===== config.mk =====
export PLATFORM = sky130hd
export DESIGN_NAME = mpa_unit
export DESIGN_NICKNAME = d
export VERILOG_FILES = /design/src/rtl/mpa_pkg.sv /design/src/rtl/mpa_lane.sv /design/src/rtl/mpa_unit.sv
export SDC_FILE = /design/constraint.sdc
export NUM_CORES = 1
export LEC_CHECK = 0
export BUFFER_PORTS_ARGS = -buffer_cell sky130_fd_sc_hd__buf_2
export CAP_MARGIN = 20
export CORE_UTILIZATION = 38
export DETAILED_ROUTE_END_ITERATION = 16
export PLACE_DENSITY_LB_ADDON = 0.25
export SYNTH_ARGS = -nofsm -noshare
export SYNTH_HDL_FRONTEND = slang
export SYNTH_SLANG_ARGS = --single-unit

===== constraint.sdc =====
create_clock -name i_mclk -period 1.8 [get_ports i_mclk]
set_input_delay 0 -clock i_mclk [delete_from_list [all_inputs] [get_ports i_mclk]]
set_output_delay 0 -clock i_mclk [all_outputs]
set_load 0.05 [all_outputs]

===== src/rtl/mpa_pkg.sv =====
// mpa_pkg: shared constants of the memory page address unit.
// assumes: included first in compile order; nothing imported.
package mpa_pkg;
  // apb register byte offsets
  localparam logic [7:0] OFS_IBC  = 8'h00;
  localparam logic [7:0] OFS_CFG  = 8'h04;
  localparam logic [7:0] OFS_CPR  = 8'h08;
  localparam logic [7:0] OFS_DPR  = 8'h0c;
  localparam logic [7:0] OFS_RPH  = 8'h10;
  localparam logic [7:0] OFS_UPS  = 8'h14;
  localparam logic [7:0] OFS_UBB  = 8'h18;
  localparam logic [7:0] OFS_STAT = 8'h1c;
  // field positions
  localparam int DPS_BIT   = 5;
  localparam int ORDER_BIT = 2;
  localparam int RPH_DPS   = 4;
  // reset values
  localparam logic [3:0]  CPR_RST = 4'h0;
  localparam logic [3:0]  DPR_RST = 4'h0;
  localparam logic [3:0]  UPS_RST = 4'h0;
  localparam logic [15:0] UBB_RST = 16'h0000;
  localparam logic [4:0]  RPH_RST = 5'h00;
  // access kinds
  localparam logic [1:0] KIND_FETCH = 2'h0;
  localparam logic [1:0] KIND_DATA  = 2'h1;
  localparam logic [1:0] KIND_USER  = 2'h2;
endpackage : mpa_pkg


===== src/rtl/mpa_lane.sv =====
// mpa_lane: byte steering between the data register and a memory word.
// assumes: purely combinational; even byte sits in bits 15:8 of the word unless order is set.
`timescale 1ns/1ps
module mpa_lane (
  input  wire logic        i_byte,
  input  wire logic        i_sel,
  input  wire logic [15:0] i_wdata,
  input  wire logic [15:0] i_rword,
  output logic      [1:0]  o_ben,
  output logic      [15:0] o_wword,
  output logic      [15:0] o_rdata
);
  always_comb begin
    if (i_byte) begin
      o_ben   = i_sel ? 2'h1 : 2'h2;
      o_wword = {i_wdata[7:0], i_wdata[7:0]};
      o_rdata = {8'h00, i_sel ? i_rword[7:0] : i_rword[15:8]};
    end else begin
      o_ben   = 2'h3;
      o_wword = i_sel ? {i_wdata[7:0], i_wdata[15:8]} : i_wdata;
      o_rdata = i_sel ? {i_rword[7:0], i_rword[15:8]} : i_rword;
    end
  end
endmodule : mpa_lane


===== src/rtl/mpa_unit.sv =====
// mpa_unit: page address unit for code, data and user memory spaces.
// assumes: one clock, apb registers, asynchronous word-wide memory.
`timescale 1ns/1ps
module mpa_unit (
  input  wire logic        i_mclk,
  input  wire logic        i_rstn,
  // apb slave
  input  wire logic        psel,
  input  wire logic        penable,
  input  wire logic        pwrite,
  input  wire logic [7:0]  paddr,
  input  wire logic [31:0] pwdata,
  output logic      [31:0] prdata,
  output logic             pready,
  output logic             pslverr,
  // instruction sequencing events
  input  wire logic        i_instr_done,
  input  wire logic        i_cpr_load,
  input  wire logic [3:0]  i_cpr_val,
  input  wire logic        i_call,
  input  wire logic        i_ret,
  input  wire logic        i_dps_set,
  input  wire logic        i_dps_clr,
  // memory request
  input  wire logic        i_req,
  input  wire logic [1:0]  i_req_kind,
  input  wire logic        i_req_wr,
  input  wire logic        i_req_byte,
  input  wire logic [15:0] i_req_addr,
  input  wire logic [4:0]  i_req_ir,
  input  wire logic [15:0] i_req_wdata,
  output logic             o_busy,
  output logic [15:0]      o_rdata,
  output logic             o_rdata_vld,
  // external memory bus
  output logic [19:1]      o_ma,
  output logic             o_mem_rd,
  output logic             o_mem_wr,
  output logic [1:0]       o_mem_ben,
  output logic [15:0]      o_md,
  output logic             o_md_oe_n,
  input  wire logic [15:0] i_md
);
  typedef enum logic {MP_IDLE, MP_ACC} mpa_phase_e;

  typedef struct packed {
    mpa_phase_e  phase;
    logic [3:0]  code_page_selector;
    logic [3:0]  cpr_new;
    logic        cpr_pend;
    logic [3:0]  data_page_selector;
    logic        dps;
    logic        order;
    logic [4:0]  rph;
    logic [3:0]  ups;
    logic [15:0] ubb;
    logic [19:1] ma;
    logic        rd;
    logic        wr;
    logic [1:0]  ben;
    logic [15:0] md;
    logic        md_oe_n;
    logic        rbyte;
    logic        rsel;
    logic [15:0] rdata;
    logic        rvld;
    logic [31:0] prdata;
    logic        pready;
    logic        pslverr;
  } mpa_state_s;

  mpa_state_s s_q;
  mpa_state_s s_d;

  logic        req_byte;
  logic        req_sel;
  logic [3:0]  req_page;
  logic [1:0]  w_ben;
  logic [15:0] w_word;
  logic [15:0] r_data;
  logic        apb_wr;
  logic        apb_setup;

  assign apb_setup = psel & ~penable;
  assign apb_wr    = psel & penable & s_q.pready & pwrite;

  // byte steering only for data space; user and fetch stay whole words
  assign req_byte = (i_req_kind == mpa_pkg::KIND_DATA) & i_req_byte;
  assign req_sel  = (i_req_kind == mpa_pkg::KIND_DATA)
                  & (s_q.order ^ i_req_addr[0]);
  assign req_page = ((i_req_kind == mpa_pkg::KIND_DATA) && s_q.dps)
                  ? s_q.data_page_selector : s_q.code_page_selector;

  mpa_lane u_wlane (
    .i_byte  (req_byte),
    .i_sel   (req_sel),
    .i_wdata (i_req_wdata),
    .i_rword (16'h0000),
    .o_ben   (w_ben),
    .o_wword (w_word),
    .o_rdata ()
  );

  mpa_lane u_rlane (
    .i_byte  (s_q.rbyte),
    .i_sel   (s_q.rsel),
    .i_wdata (16'h0000),
    .i_rword (i_md),
    .o_ben   (),
    .o_wword (),
    .o_rdata (r_data)
  );

  always_comb begin
    s_d         = s_q;
    s_d.rvld    = 1'b0;
    s_d.pready  = apb_setup;
    s_d.pslverr = 1'b0;
    // code page: load is held pending across one instruction
    if (i_instr_done && s_q.cpr_pend) begin
      s_d.code_page_selector      = s_q.cpr_new;
      s_d.cpr_pend = 1'b0;
    end
    if (i_cpr_load) begin
      s_d.cpr_new  = i_cpr_val;
      s_d.cpr_pend = 1'b1;
    end
    // data page select flag, software write lowest priority
    if (apb_wr && paddr == mpa_pkg::OFS_IBC) begin
      s_d.dps = pwdata[mpa_pkg::DPS_BIT];
    end
    if (i_dps_set) begin
      s_d.dps = 1'b1;
    end else if (i_dps_clr) begin
      s_d.dps = 1'b0;
    end
    if (apb_wr && paddr == mpa_pkg::OFS_RPH) begin
      s_d.rph = pwdata[4:0];
    end
    if (i_call) begin
      s_d.rph = {s_q.dps, s_q.code_page_selector};
    end else if (i_ret) begin
      s_d.code_page_selector      = s_q.rph[3:0];
      s_d.cpr_pend = 1'b0;
      s_d.dps      = s_q.rph[mpa_pkg::RPH_DPS];
    end
    if (apb_wr) begin
      case (paddr)
        mpa_pkg::OFS_CFG: s_d.order = pwdata[mpa_pkg::ORDER_BIT];
        mpa_pkg::OFS_CPR: begin
          s_d.cpr_new  = pwdata[3:0];
          s_d.cpr_pend = 1'b1;
        end
        mpa_pkg::OFS_DPR: s_d.data_page_selector = pwdata[3:0];
        mpa_pkg::OFS_UPS: s_d.ups = pwdata[3:0];
        mpa_pkg::OFS_UBB: s_d.ubb = pwdata[15:0];
        default: ;
      endcase
    end
    // register reads answered in the access phase
    if (apb_setup) begin
      s_d.prdata = 32'h0000_0000;
      case (paddr)
        mpa_pkg::OFS_IBC:  s_d.prdata[mpa_pkg::DPS_BIT] = s_q.dps;
        mpa_pkg::OFS_CFG:  s_d.prdata[mpa_pkg::ORDER_BIT] = s_q.order;
        mpa_pkg::OFS_CPR:  s_d.prdata[3:0] = s_q.code_page_selector;
        mpa_pkg::OFS_DPR:  s_d.prdata[3:0] = s_q.data_page_selector;
        mpa_pkg::OFS_RPH:  s_d.prdata[4:0] = s_q.rph;
        mpa_pkg::OFS_UPS:  s_d.prdata[3:0] = s_q.ups;
        mpa_pkg::OFS_UBB:  s_d.prdata[15:0] = s_q.ubb;
        mpa_pkg::OFS_STAT: s_d.prdata[5:0] = {s_q.cpr_new, s_q.cpr_pend,
                                              s_q.phase == MP_ACC};
        default:           s_d.pslverr = 1'b1;
      endcase
    end
    // memory access: one address cycle, read data sampled at its end
    case (s_q.phase)
      MP_IDLE: begin
        if (i_req) begin
          s_d.phase = MP_ACC;
          s_d.rd    = ~i_req_wr;
          s_d.wr    = i_req_wr;
          s_d.ben   = w_ben;
          s_d.rbyte = req_byte;
          s_d.rsel  = req_sel;
          if (i_req_kind == mpa_pkg::KIND_USER) begin
            s_d.ma  = {s_q.ups, s_q.ubb[15:6],
                       s_q.ubb[5:1] | i_req_ir};
          end else begin
            s_d.ma  = {req_page, i_req_addr[15:1]};
          end
          if (i_req_wr) begin
            s_d.md      = w_word;
            s_d.md_oe_n = 1'b0;
          end
        end
      end
      MP_ACC: begin
        s_d.phase   = MP_IDLE;
        s_d.rd      = 1'b0;
        s_d.wr      = 1'b0;
        s_d.md_oe_n = 1'b1;
        if (s_q.rd) begin
          s_d.rdata = r_data;
          s_d.rvld  = 1'b1;
        end
      end
      default: s_d.phase = MP_IDLE;
    endcase
  end

  always_ff @(posedge i_mclk or negedge i_rstn) begin
    if (!i_rstn) begin
      s_q          <= '0;
      s_q.phase    <= MP_IDLE;
      s_q.code_page_selector      <= mpa_pkg::CPR_RST;
      s_q.data_page_selector      <= mpa_pkg::DPR_RST;
      s_q.dps      <= 1'b0;
      s_q.rph      <= mpa_pkg::RPH_RST;
      s_q.ups      <= mpa_pkg::UPS_RST;
      s_q.ubb      <= mpa_pkg::UBB_RST;
      s_q.md_oe_n  <= 1'b1;
    end else begin
      s_q <= s_d;
    end
  end

  assign prdata      = s_q.prdata;
  assign pready      = s_q.pready;
  assign pslverr     = s_q.pslverr;
  assign o_busy      = s_q.phase == MP_ACC;
  assign o_rdata     = s_q.rdata;
  assign o_rdata_vld = s_q.rvld;
  assign o_ma        = s_q.ma;
  assign o_mem_rd    = s_q.rd;
  assign o_mem_wr    = s_q.wr;
  assign o_mem_ben   = s_q.ben;
  assign o_md        = s_q.md;
  assign o_md_oe_n   = s_q.md_oe_n;

  // checks
  property p_call_save;
    @(posedge i_mclk) disable iff (!i_rstn)
    i_call |=> s_q.rph == {$past(s_q.dps), $past(s_q.code_page_selector)};
  endproperty
  a_call_save: assert property (p_call_save)
    else $error("call did not save page and flag");

  property p_ret_restore;
    @(posedge i_mclk) disable iff (!i_rstn)
    (i_ret && !i_call) |=> s_q.dps == $past(s_q.rph[4])
                           && s_q.code_page_selector == $past(s_q.rph[3:0]);
  endproperty
  a_ret_restore: assert property (p_ret_restore)
    else $error("return did not restore flag and page");

  property p_cpr_delay;
    @(posedge i_mclk) disable iff (!i_rstn)
    (i_cpr_load && !i_ret && !(i_instr_done && s_q.cpr_pend))
      |=> $stable(s_q.code_page_selector);
  endproperty
  a_cpr_delay: assert property (p_cpr_delay)
    else $error("code page changed on its load");

  property p_cpr_commit;
    @(posedge i_mclk) disable iff (!i_rstn)
    (s_q.cpr_pend && i_instr_done && !i_ret)
      |=> s_q.code_page_selector == $past(s_q.cpr_new);
  endproperty
  a_cpr_commit: assert property (p_cpr_commit)
    else $error("pending code page not applied");

  property p_data_page;
    @(posedge i_mclk) disable iff (!i_rstn)
    (!o_busy && i_req && i_req_kind == mpa_pkg::KIND_DATA)
      |=> o_ma[19:16] == ($past(s_q.dps) ? $past(s_q.data_page_selector)
                                         : $past(s_q.code_page_selector));
  endproperty
  a_data_page: assert property (p_data_page)
    else $error("wrong data page");

  property p_user_addr;
    @(posedge i_mclk) disable iff (!i_rstn)
    (!o_busy && i_req && i_req_kind == mpa_pkg::KIND_USER)
      |=> o_ma[5:1] == ($past(s_q.ubb[5:1]) | $past(i_req_ir))
          && o_mem_ben == 2'h3;
  endproperty
  a_user_addr: assert property (p_user_addr)
    else $error("user address bits wrong");

  property p_byte_read;
    @(posedge i_mclk) disable iff (!i_rstn)
    (o_mem_rd && s_q.rbyte) |=> o_rdata_vld && o_rdata[15:8] == 8'h00;
  endproperty
  a_byte_read: assert property (p_byte_read)
    else $error("byte read upper bits not cleared");

  property p_dps_set;
    @(posedge i_mclk) disable iff (!i_rstn)
    (i_dps_set && !i_ret) |=> s_q.dps;
  endproperty
  a_dps_set: assert property (p_dps_set)
    else $error("flag not set in one cycle");

  property p_one_cycle;
    @(posedge i_mclk) disable iff (!i_rstn)
    (o_mem_rd || o_mem_wr) |=> !o_mem_rd && !o_mem_wr;
  endproperty
  a_one_cycle: assert property (p_one_cycle)
    else $error("memory strobe held too long");

  property p_byte_lane;
    @(posedge i_mclk) disable iff (!i_rstn)
    (!o_busy && i_req && i_req_kind == mpa_pkg::KIND_DATA && i_req_byte)
      |=> o_mem_ben == ($past(s_q.order ^ i_req_addr[0]) ? 2'h1 : 2'h2);
  endproperty
  a_byte_lane: assert property (p_byte_lane)
    else $error("byte lane not chosen by order and address");

  c_call: cover property (@(posedge i_mclk) disable iff (!i_rstn)
    i_call ##[1:20] i_ret);
  c_long: cover property (@(posedge i_mclk) disable iff (!i_rstn)
    i_cpr_load ##1 i_call);
  c_byte: cover property (@(posedge i_mclk) disable iff (!i_rstn)
    o_mem_wr && s_q.rbyte && s_q.order);
endmodule : mpa_unit

# Word-level counts from Yosys, hierarchy flattened
# Index checks and enable logic that the tools add are counted.
[totals]
register_bits = 118
in_bits = 113
output_inout_bits = 92
wordCells = 102
[classes]
n_eq_ne = 11
muxes = 42
bitwise_logic = 11
reduce_logical = 15
[op_table]
columns = ["op", "n"]
rows = [
  ["16-bit 2-to-1 mux", 4],
  ["8-bit by 5-bit == test with 1-bit output (second input constant)", 4],
  ["23-bit 2-to-1 mux", 1],
  ["4-bit 2-to-1 mux", 5],
  ["5-bit 2-to-1 mux", 4],
  ["19-bit 2-to-1 mux", 1],
  ["17-bit 2-to-1 mux", 1],
  ["8-bit by 4-bit == test with 1-bit output (second input constant)", 2],
  ["2-bit AND reduction", 7],
  ["1-bit 2-to-1 mux", 13],
  ["2-bit case mux with 6 select lines", 1],
  ["10-bit 2-to-1 mux", 1],
  ["9-bit 2-to-1 mux", 1],
  ["8-bit by 3-bit == test with 1-bit output (second input constant)", 1],
  ["8-bit zero test", 1],
  ["8-bit 2-to-1 mux", 1],
  ["8-bit OR reduction", 1],
  ["1-bit case mux with 7 select lines", 1],
  ["1-bit bitwise AND", 6],
  ["1-bit case mux with 3 select lines", 2],
  ["1-bit case mux with 6 select lines", 1],
  ["5-bit OR", 1],
  ["1-bit logical AND", 4],
  ["2-bit 2-to-1 mux", 2],
  ["9 further kinds", 13],
]

# Depth between registers and ports, before layout
# Gate-level depths: netlist of the first run.
[depth]
depth_word = 9
depth_mapped = 7
ltp_nobuf = 5

# By module
# A second synthesis of the first run with hierarchy kept.
[hier_totals]
hier_cells = 604
area_unflattened_um2 = 6784.0
[by_module_without_submodules]
columns = ["module", "instances", "cells_each", "area_per_inst_um2", "seq_area_each_um2"]
rows = [
  ["mpa_unit", 1, 508, 5918.2, 2954.1],
  ["mpa_lane", 2, 48, 432.9, 0.0],
]

# Worst setup path after synthesis of the first run
# No wires, ideal clock.
[synth_timing]
kind = "reg-to-reg"
startpoint = "reg s_q (netlist bit pready)"
endpoint = "reg s_q[120] (netlist bit)"
arrival_ps = 1802
t_required_ps = 1675
path_slack_ps = -127
stages_incl_launch_ff = 6
period_less_slack_ps = 1927
path_cell_list = "dfrtp_1 and4_1 clkbuf_1 nand2_1 nor3_2 mux2_2"
[synth_via]
elab_chain_len = 3
[synth_lines]
columns = ["item", "line_no", "source"]
rows = [
  ["start, declared", "mpa_unit.sv:72", "mpa_state_s s_q;"],
  ["1-bit bitwise AND (2 in a row)", "mpa_unit.sv:85", "assign apb_wr = psel & penable & s_q.pready & pwrite;"],
  ["2-bit AND reduction (no source line)", "n/a", ""],
]
# Every way passes these cells.
# A chain may end at the register's enable or synchronous reset.

# Final worst setup path of the first run
[layout_timing]
startpoint = "reg s_q (netlist bit pready)"
endpoint = "reg s_q[102] (netlist bit)"
# The elaborated chain is that of the path after synthesis.

==> impl_metrics.yaml, run 1 <==
yosys:
  syn_area_um2: 6220
  synthFlopType: "dfrtp_1"
  yosys-top-cells-area: "dfrtp_1 47%, mux2i_1 11%, buf_4 10%, o21ai_0 5.8%, nand2_1 5.1%"
  synth_top_cell_by_area: "dfrtp_1"
  synth_area_per_cell_um2: 10.4
  synthCells: 597
  yosys-top-cells-count: "117 x dfrtp_1, 85 x buf_4, 84 x nand2_1, 72 x o21ai_0, 66 x mux2i_1"
  yosys_warnings: 0
  ys_seq_area_share_pct: 47.5
  synth_top_area_share_pct: 47.0
  synth.most_common_cell: "dfrtp_1"
  async_flop_share_pct: 100
  ys_types: 53
  synth_edf_count: 0
  ys_ff_latch: 118
flow_run:
  maxCapViolCount: 0
sta:
  setup_viol_count_final: 0
  clock.fmax_ghz: 0.589
  skew_ns: 0.00667
  rsz0062_at_grt: "false"
  worst_pin_slew_ns: 0.640
  fin_hold_ws_ns: -0.00820
  maxSlewHeadroom_pct: 57.3
  drv_slew: 0
  final.min_clock_period_ns: 1.70
  post-route-period-util_pct: 94.3
  tns_ns: 0
  finalHoldViolations: 1
  setup_ws_ns: 0.102
grt:
  grt_use_total_pct: 19.5
  first_global_vias: 4959
  grt_pass1_wl_mm: 25.1
  grt_max_degree: 119
  grt-ovfl-total: 0
  antenna_found_initial: 0
setup_path:
  cp.arrival_ns: 1.99
  ff2ff_path_depth: 4
  r2r-end: "s_q[102]$_DFFE_PN0P_"
  cp-end-kind: "register"
  reg2reg_from: "pready$_DFF_PN0_"
  r2r_slack_ns: 0.10
  crit_fanout: 16
  cp-start-kind: "register"
  critPathRequiredTime_ns: 2.09
  criticalPathCategory: "reg2reg"
finish:
  stdcell_area_um2: 8290
  seq_area_um2: 2960
  nets: 904
  multi_input_area_um2: 2550
  drive_gt1_share_pct: 32.5
  syn_to_final_growth_pct: 33.2
  num_antenna_cells: 0
  nFillCells: 1449
outcome:
  status: "complete, but fails checks"
  violations: "negative hold slack"
placement:
  dpl-instance-area_um2: 6760
  io_buffers: 172
  hpwl_mm: 10.8
  gp_congestion: 0.838
  dpl_worst_slack_ns: 0.0872
clocking:
  insertion_delay_ns: 0.41
  numCtsBuffers: 17
  clk_pin_slew_ns: 0.05
  cts_tree: "done"
  htreeDepth: 4
  cts-root-buf: "clkbuf_16"
  cts_num_sinks: 118
  clockBufferDepth: 2
die:
  rows: 46
  die_h_um: 130
  coreArea_um2: 15900
  dieWidth_um: 130
  initial_core_util_pct: 39.0
  io_pins: 205
  die_area_um2: 16900
drt:
  firstDrtPassIters: 4
  viasPerCell: 4.74
  drc: 0
  wl_mm: 15.5
  postRouteAntennaNets: 0
  vias: 4839
  drt_iter0_drc: 168
  wl_per_cell_um: 15.2
worst_hold_path:
  holdPathStages: 3
  hp-start: "i_cpr_load"
  hold_path.class: "in2reg"
  hold_end: "s_q[128]$_DFF_PN0_"
power_and_ir_drop:
  p_leak_uw: 0.00423
  ir_drop_uv: 659
  p_per_area_nw_per_um2: 1080
flip-flops by register name, summed over array words and instances, names as in the netlist, 2 cells and up:
| register | cells |
|---|---|
| s_q | 42 |
| o_ma | 19 |
| o_mem_ben | 2 |
| o_rdata | 16 |
| prdata | 16 |
| o_md | 16 |
repair_timing:
item | in CTS | in global routing
hold buffers | 89 | 0
buffers inserted | 0 | 0
endpoints found under the setup margin | 0 | 12
hold endpoints to repair | 212 | 0
gates resized for setup | 0 | 3
report_power, final:
group	switching, µW	total, µW	internal (µW)
combinational	1580	2250	668
clock	1160	3570	2410
sequential	198	3170	2970
worst max-delay path, cell delays in order (launching register included):
cell and delay (ns):
dfrtp_2 0.34, and4_1 0.31, and2_1 0.24, nand3_4 0.29
mux2_4 0.40
routing by layer:
| layer | GRT usage [%] | routed length (µm) | vias to the layer above |
|---|---|---|---|
| li1 | - | - | 2348 |
| met1 | 24.0 | 6730 | 2323 |
| met2 | 32.9 | 7680 | 140 |
| met3 | 4.39 | 722 | 28 |
| met4 | 8.76 | 403 | 0 |
| met5 | 0 | 0 | - |
cells in the final DEF (no fill, tap or decap), drive strengths merged, types with 5 or more instances in the layout:
cell type	Yosys	routed
a21oi	14	14
a22o	12	12
buf	98	185
clkbuf	16	23
conb	1	16
dfrtp	117	117
dlygate4sd3	0	89
inv	6	6
mux2	32	32
mux2i	66	66
nand2	84	84
nand3	5	5
nor2	28	28
o21ai	74	74
kinds of logic (layout without fill, tap and decap cells):
group | after synthesis | in the layout | synth area share, %
and+or+nand+nor | 144 | 144 | 11.1
buffers and inverters | 120 | 312 | 12.7
DFF | 118 | 118 | 47.5
AOI/OAI and AO/OA | 111 | 111 | 10.2
muxes | 100 | 100 | 17.7
xor gates and xnor gates | 3 | 3 | 0.724
other | 1 | 16 | 0.0603
metrics by stage:
| step | util, % | total power (µW) | cells |
|---|---|---|---|
| after floorplan | - | 5050 | 612 |
| after global placement | 42.4 | 5260 | 899 |
| after detailed placement | 42.4 | 5300 | 899 |
| after CTS | 51.9 | 9060 | 1020 |
| after global routing | 52.0 | 9410 | 1020 |
| final | 52.0 | 8990 | 1020 |
cell type report:
cell class	instances	area share, %
clock inverter	9	1.78
multi-input combinational	374	30.7
timing repair buffer	274	22.5
sequential	118	35.7
inverter	6	0.272
tap	216	3.26
clock buffer	23	5.77
worst max path at each step:
stage	startpoint	slack, ns	end
2_1_floorplan	pready$_DFF_PN0_	0.009	s_q[120]$_DFFE_PN0P_
3_3_place_gp	pready$_DFF_PN0_	0.16	s_q[102]$_DFFE_PN0P_
3_5_place_dp	pready$_DFF_PN0_	0.09	s_q[120]$_DFFE_PN0P_
4_1_cts	psel	0.06	prdata[6]$_DFFE_PN0P_
5_1_grt	i_req_kind[1]	0.02	o_ma[3]$_DFFE_PN0P_
6_report	pready$_DFF_PN0_	0.10	s_q[102]$_DFFE_PN0P_
Power figures use the tool's default switching activity.
==> inputs of run 2 (changes only) <==
--- a/config.mk
+++ b/config.mk
@@ -5,11 +5,13 @@
 export SDC_FILE = /design/constraint.sdc
 export NUM_CORES = 1
 export LEC_CHECK = 0
+export ABC_AREA = 1
 export BUFFER_PORTS_ARGS = -buffer_cell sky130_fd_sc_hd__buf_2
 export CAP_MARGIN = 20
 export CORE_UTILIZATION = 38
 export DETAILED_ROUTE_END_ITERATION = 16
 export PLACE_DENSITY_LB_ADDON = 0.25
+export SLEW_MARGIN = 20
 export SYNTH_ARGS = -nofsm -noshare
 export SYNTH_HDL_FRONTEND = slang
 export SYNTH_SLANG_ARGS = --single-unit
==> impl_metrics.yaml, run 2 <==
yosys:
  synth_fa_ha_area_share_pct: 0
  yosys-top-cells-area: "dfrtp_1 46%, buf_4 11%, nand2_1 10%, o21ai_0 4.0%, nor2_1 3.5%"
  synth_area_per_cell_um2: 8.38
  ys_ff_latch: 118
  synthCells: 766
  async_flop_share_pct: 100
  ys_seq_area_share_pct: 46.0
  synth_compound_area_share_pct: 17.6
  synthFlopType: "dfrtp_1"
  synth_top_cell_by_area: "dfrtp_1"
  synth_top_area_share_pct: 45.6
  synth_xor_xnor_area_share_pct: 0.429
  yosys_warnings: 0
  synthMuxAreaShare_pct: 0
  synth_top_family_by_area: "simple AND/OR/NAND/NOR gates"
  yosys.area_share.simple_pct: 19.8
  synth_edf_count: 0
  ys_types: 34
  syn_area_um2: 6420
  yosys-top-cells-count: "173 x nand2_1, 117 x dfrtp_1, 90 x buf_4, 60 x nor2_1, 51 x o21ai_0"
  synth.most_common_cell: "nand2_1"
sta:
  final.min_clock_period_ns: 1.68
  drv_slew: 0
  rsz0062_at_grt: "false"
  setup_viol_count_final: 0
  tns_ns: 0
  finalHoldViolations: 0
  skew_ns: 0.0120
  maxSlewHeadroom_pct: 38.0
  worst_pin_slew_ns: 0.929
  fin_hold_ws_ns: 0.0376
  clock.fmax_ghz: 0.596
  post-route-period-util_pct: 93.2
setup_path:
  reg2reg_from: "pready$_DFF_PN0_"
  ff2ff_path_depth: 7
  crit_fanout: 9
  critPathRequiredTime_ns: 2.09
  cp.arrival_ns: 1.96
  cpMaxStageDelayCell: "dlygate4sd3_1"
  cpPeakStageDelay_ns: 0.56
  r2r_slack_ns: 0.12
  r2r-end: "s_q[126]$_DFF_PN0_"
  cp_num_buf_inv: 2
  cp-end-kind: "register"
  crit_chain: "nand2_1, nor2_4, buf_8, nand2_4, nor2_1, a31oi_1, dlygate4sd3_1"
  critPathTopFamily: "buffers and inverters"
  criticalPathCategory: "reg2reg"
  crit_start: "pready$_DFF_PN0_"
  cp-start-kind: "register"
grt:
  grt_pass1_wl_mm: 28.4
  antenna_found_initial: 0
  grt_max_degree: 43
  grt_use_total_pct: 20.8
  grt-ovfl-total: 0
  first_global_vias: 5524
placement:
  io_buffers: 172
  dpl.cell_count: 1079
  gp_congestion: 0.859
  hpwl_mm: 12.2
drt:
  firstDrtPassIters: 7
  wl_mm: 17.7
  viasPerCell: 4.72
  wl_per_cell_um: 14.6
  vias: 5723
  drt_iter0_drc: 301
  drc: 0
  postRouteAntennaNets: 0
die:
  rows: 47
  die_h_um: 132
  io_pins: 205
  dieWidth_um: 132
  die_area_um2: 17400
  coreArea_um2: 16500
  initial_core_util_pct: 38.8
finish:
  num_antenna_cells: 0
  multi_input_area_um2: 2500
  syn_to_final_growth_pct: 34.1
  final_cell_mix: "173 x nand2_1, 171 x buf_2, 117 x dfrtp_1"
  regMostFlops: "s_q"
  seq_area_um2: 2950
  drive_gt1_share_pct: 29.4
  final_common_cell: "nand2_1"
  largest_register_ffs: 42
  nFillCells: 1550
  nets: 1093
  stdcell_count: 1213
clocking:
  numCtsBuffers: 17
  cts_tree: "done"
  htreeDepth: 4
  cts-root-buf: "clkbuf_16"
  insertion_delay_ns: 0.42
  clockBufferDepth: 2
  clk_pin_slew_ns: 0.05
  cts_num_sinks: 118
outcome:
  status: "completed"
flow_run:
  maxCapViolCount: 0
power_and_ir_drop:
  p_leak_uw: 0.00428
  p_per_area_nw_per_um2: 1050
  ir_drop_uv: 702
worst_hold_path:
  hold_path.class: "in2async"
==> run 2: cell count changes after synthesis, sizes merged, moves of 14 or more <==
cell,delta
o31ai,+14
nor2,+51
nand2,+101
o211ai,+18
mux2,-32
inv,+54
mux2i,-66
nand3,+23
a21oi,+40
==> run 2: routing by layer <==
layer  global-route usage, %  routed length, µm
met1                    26.7               7890
met2                    34.6               8540
met3                    3.69                870
met4                    8.98                391
met5                       0                  0
==> run 2: power by group <==
group / total, µW / internal, µW / switching (µW)
combinational: 2390 / 672 / 1720
sequential: 3150 / 2970 / 178
clock: 3470 / 2300 / 1170
total: 9010 / 5940 / 3060
==> run 2: layout make-up <==
type,count,share of cell area [%]
clock buffers,21,5.12
clock inverters,11,1.83
inverters,61,2.69
multi-input cells,493,29.1
flip-flops and latches,118,34.3
well taps,220,3.20
repair buffers,289,23.8
==> run 2: how the worst max path moves through the flow <==
| stage | slack, ns | depth (start not counted) | to |
|---|---|---|---|
| 6_report | 0.12 | 7 | s_q[126]$_DFF_PN0_ |
| 3_3_place_gp | 0.39 | 5 | o_mem_ben[1]$_DFFE_PN0P_ |
| 2_1_floorplan | 0.32 | 6 | s_q[100]$_DFFE_PN0P_ |
| 3_5_place_dp | 0.37 | 5 | o_mem_ben[1]$_DFFE_PN0P_ |
| 4_1_cts | 0.03 | 5 | o_mem_rd$_DFFE_PN0P_ |
| 5_1_grt | 0.007 | 7 | s_q[128]$_DFF_PN0_ |
==> run 2: worst register-to-register path: stages (launching register included) <==
cell and delay, ns:
dfrtp_1 0.35, nand2_1 0.09, nor2_4 0.14, buf_8 0.15
nand2_4 0.09, nor2_1 0.11, a31oi_1 0.05, dlygate4sd3_1 0.56
==> run 2: cell families (layout without fill, tap and decap cells) <==
group           count (synthesis)  count (layout)
compound gates                182             182
buf+inv                       170             382
flops                         118             118
xor+xnor                        1               1
other cells                     1              16
simple gates                  294             294
==> run 2: timing repair <==
item / CTS / global route
gates resized for setup: 0 / 4
setup buffers: 0 / 4
endpoints found under the hold margin: 203 / 0
endpoints found under the setup margin: 0 / 13
hold buffers: 97 / 0
==> run 2: metrics by stage <==
step	util, %	cell area [µm²]	setup slack, ns	total power (µW)
CTS	51.6	8520	0.0283	9040
floorplan	-	6470	0.320	5130
finish	52.1	8610	0.123	9010
detailed placement	42.1	6950	0.367	5380
global route	52.1	8610	0.00702	9390
global placement	42.1	6950	0.386	5360
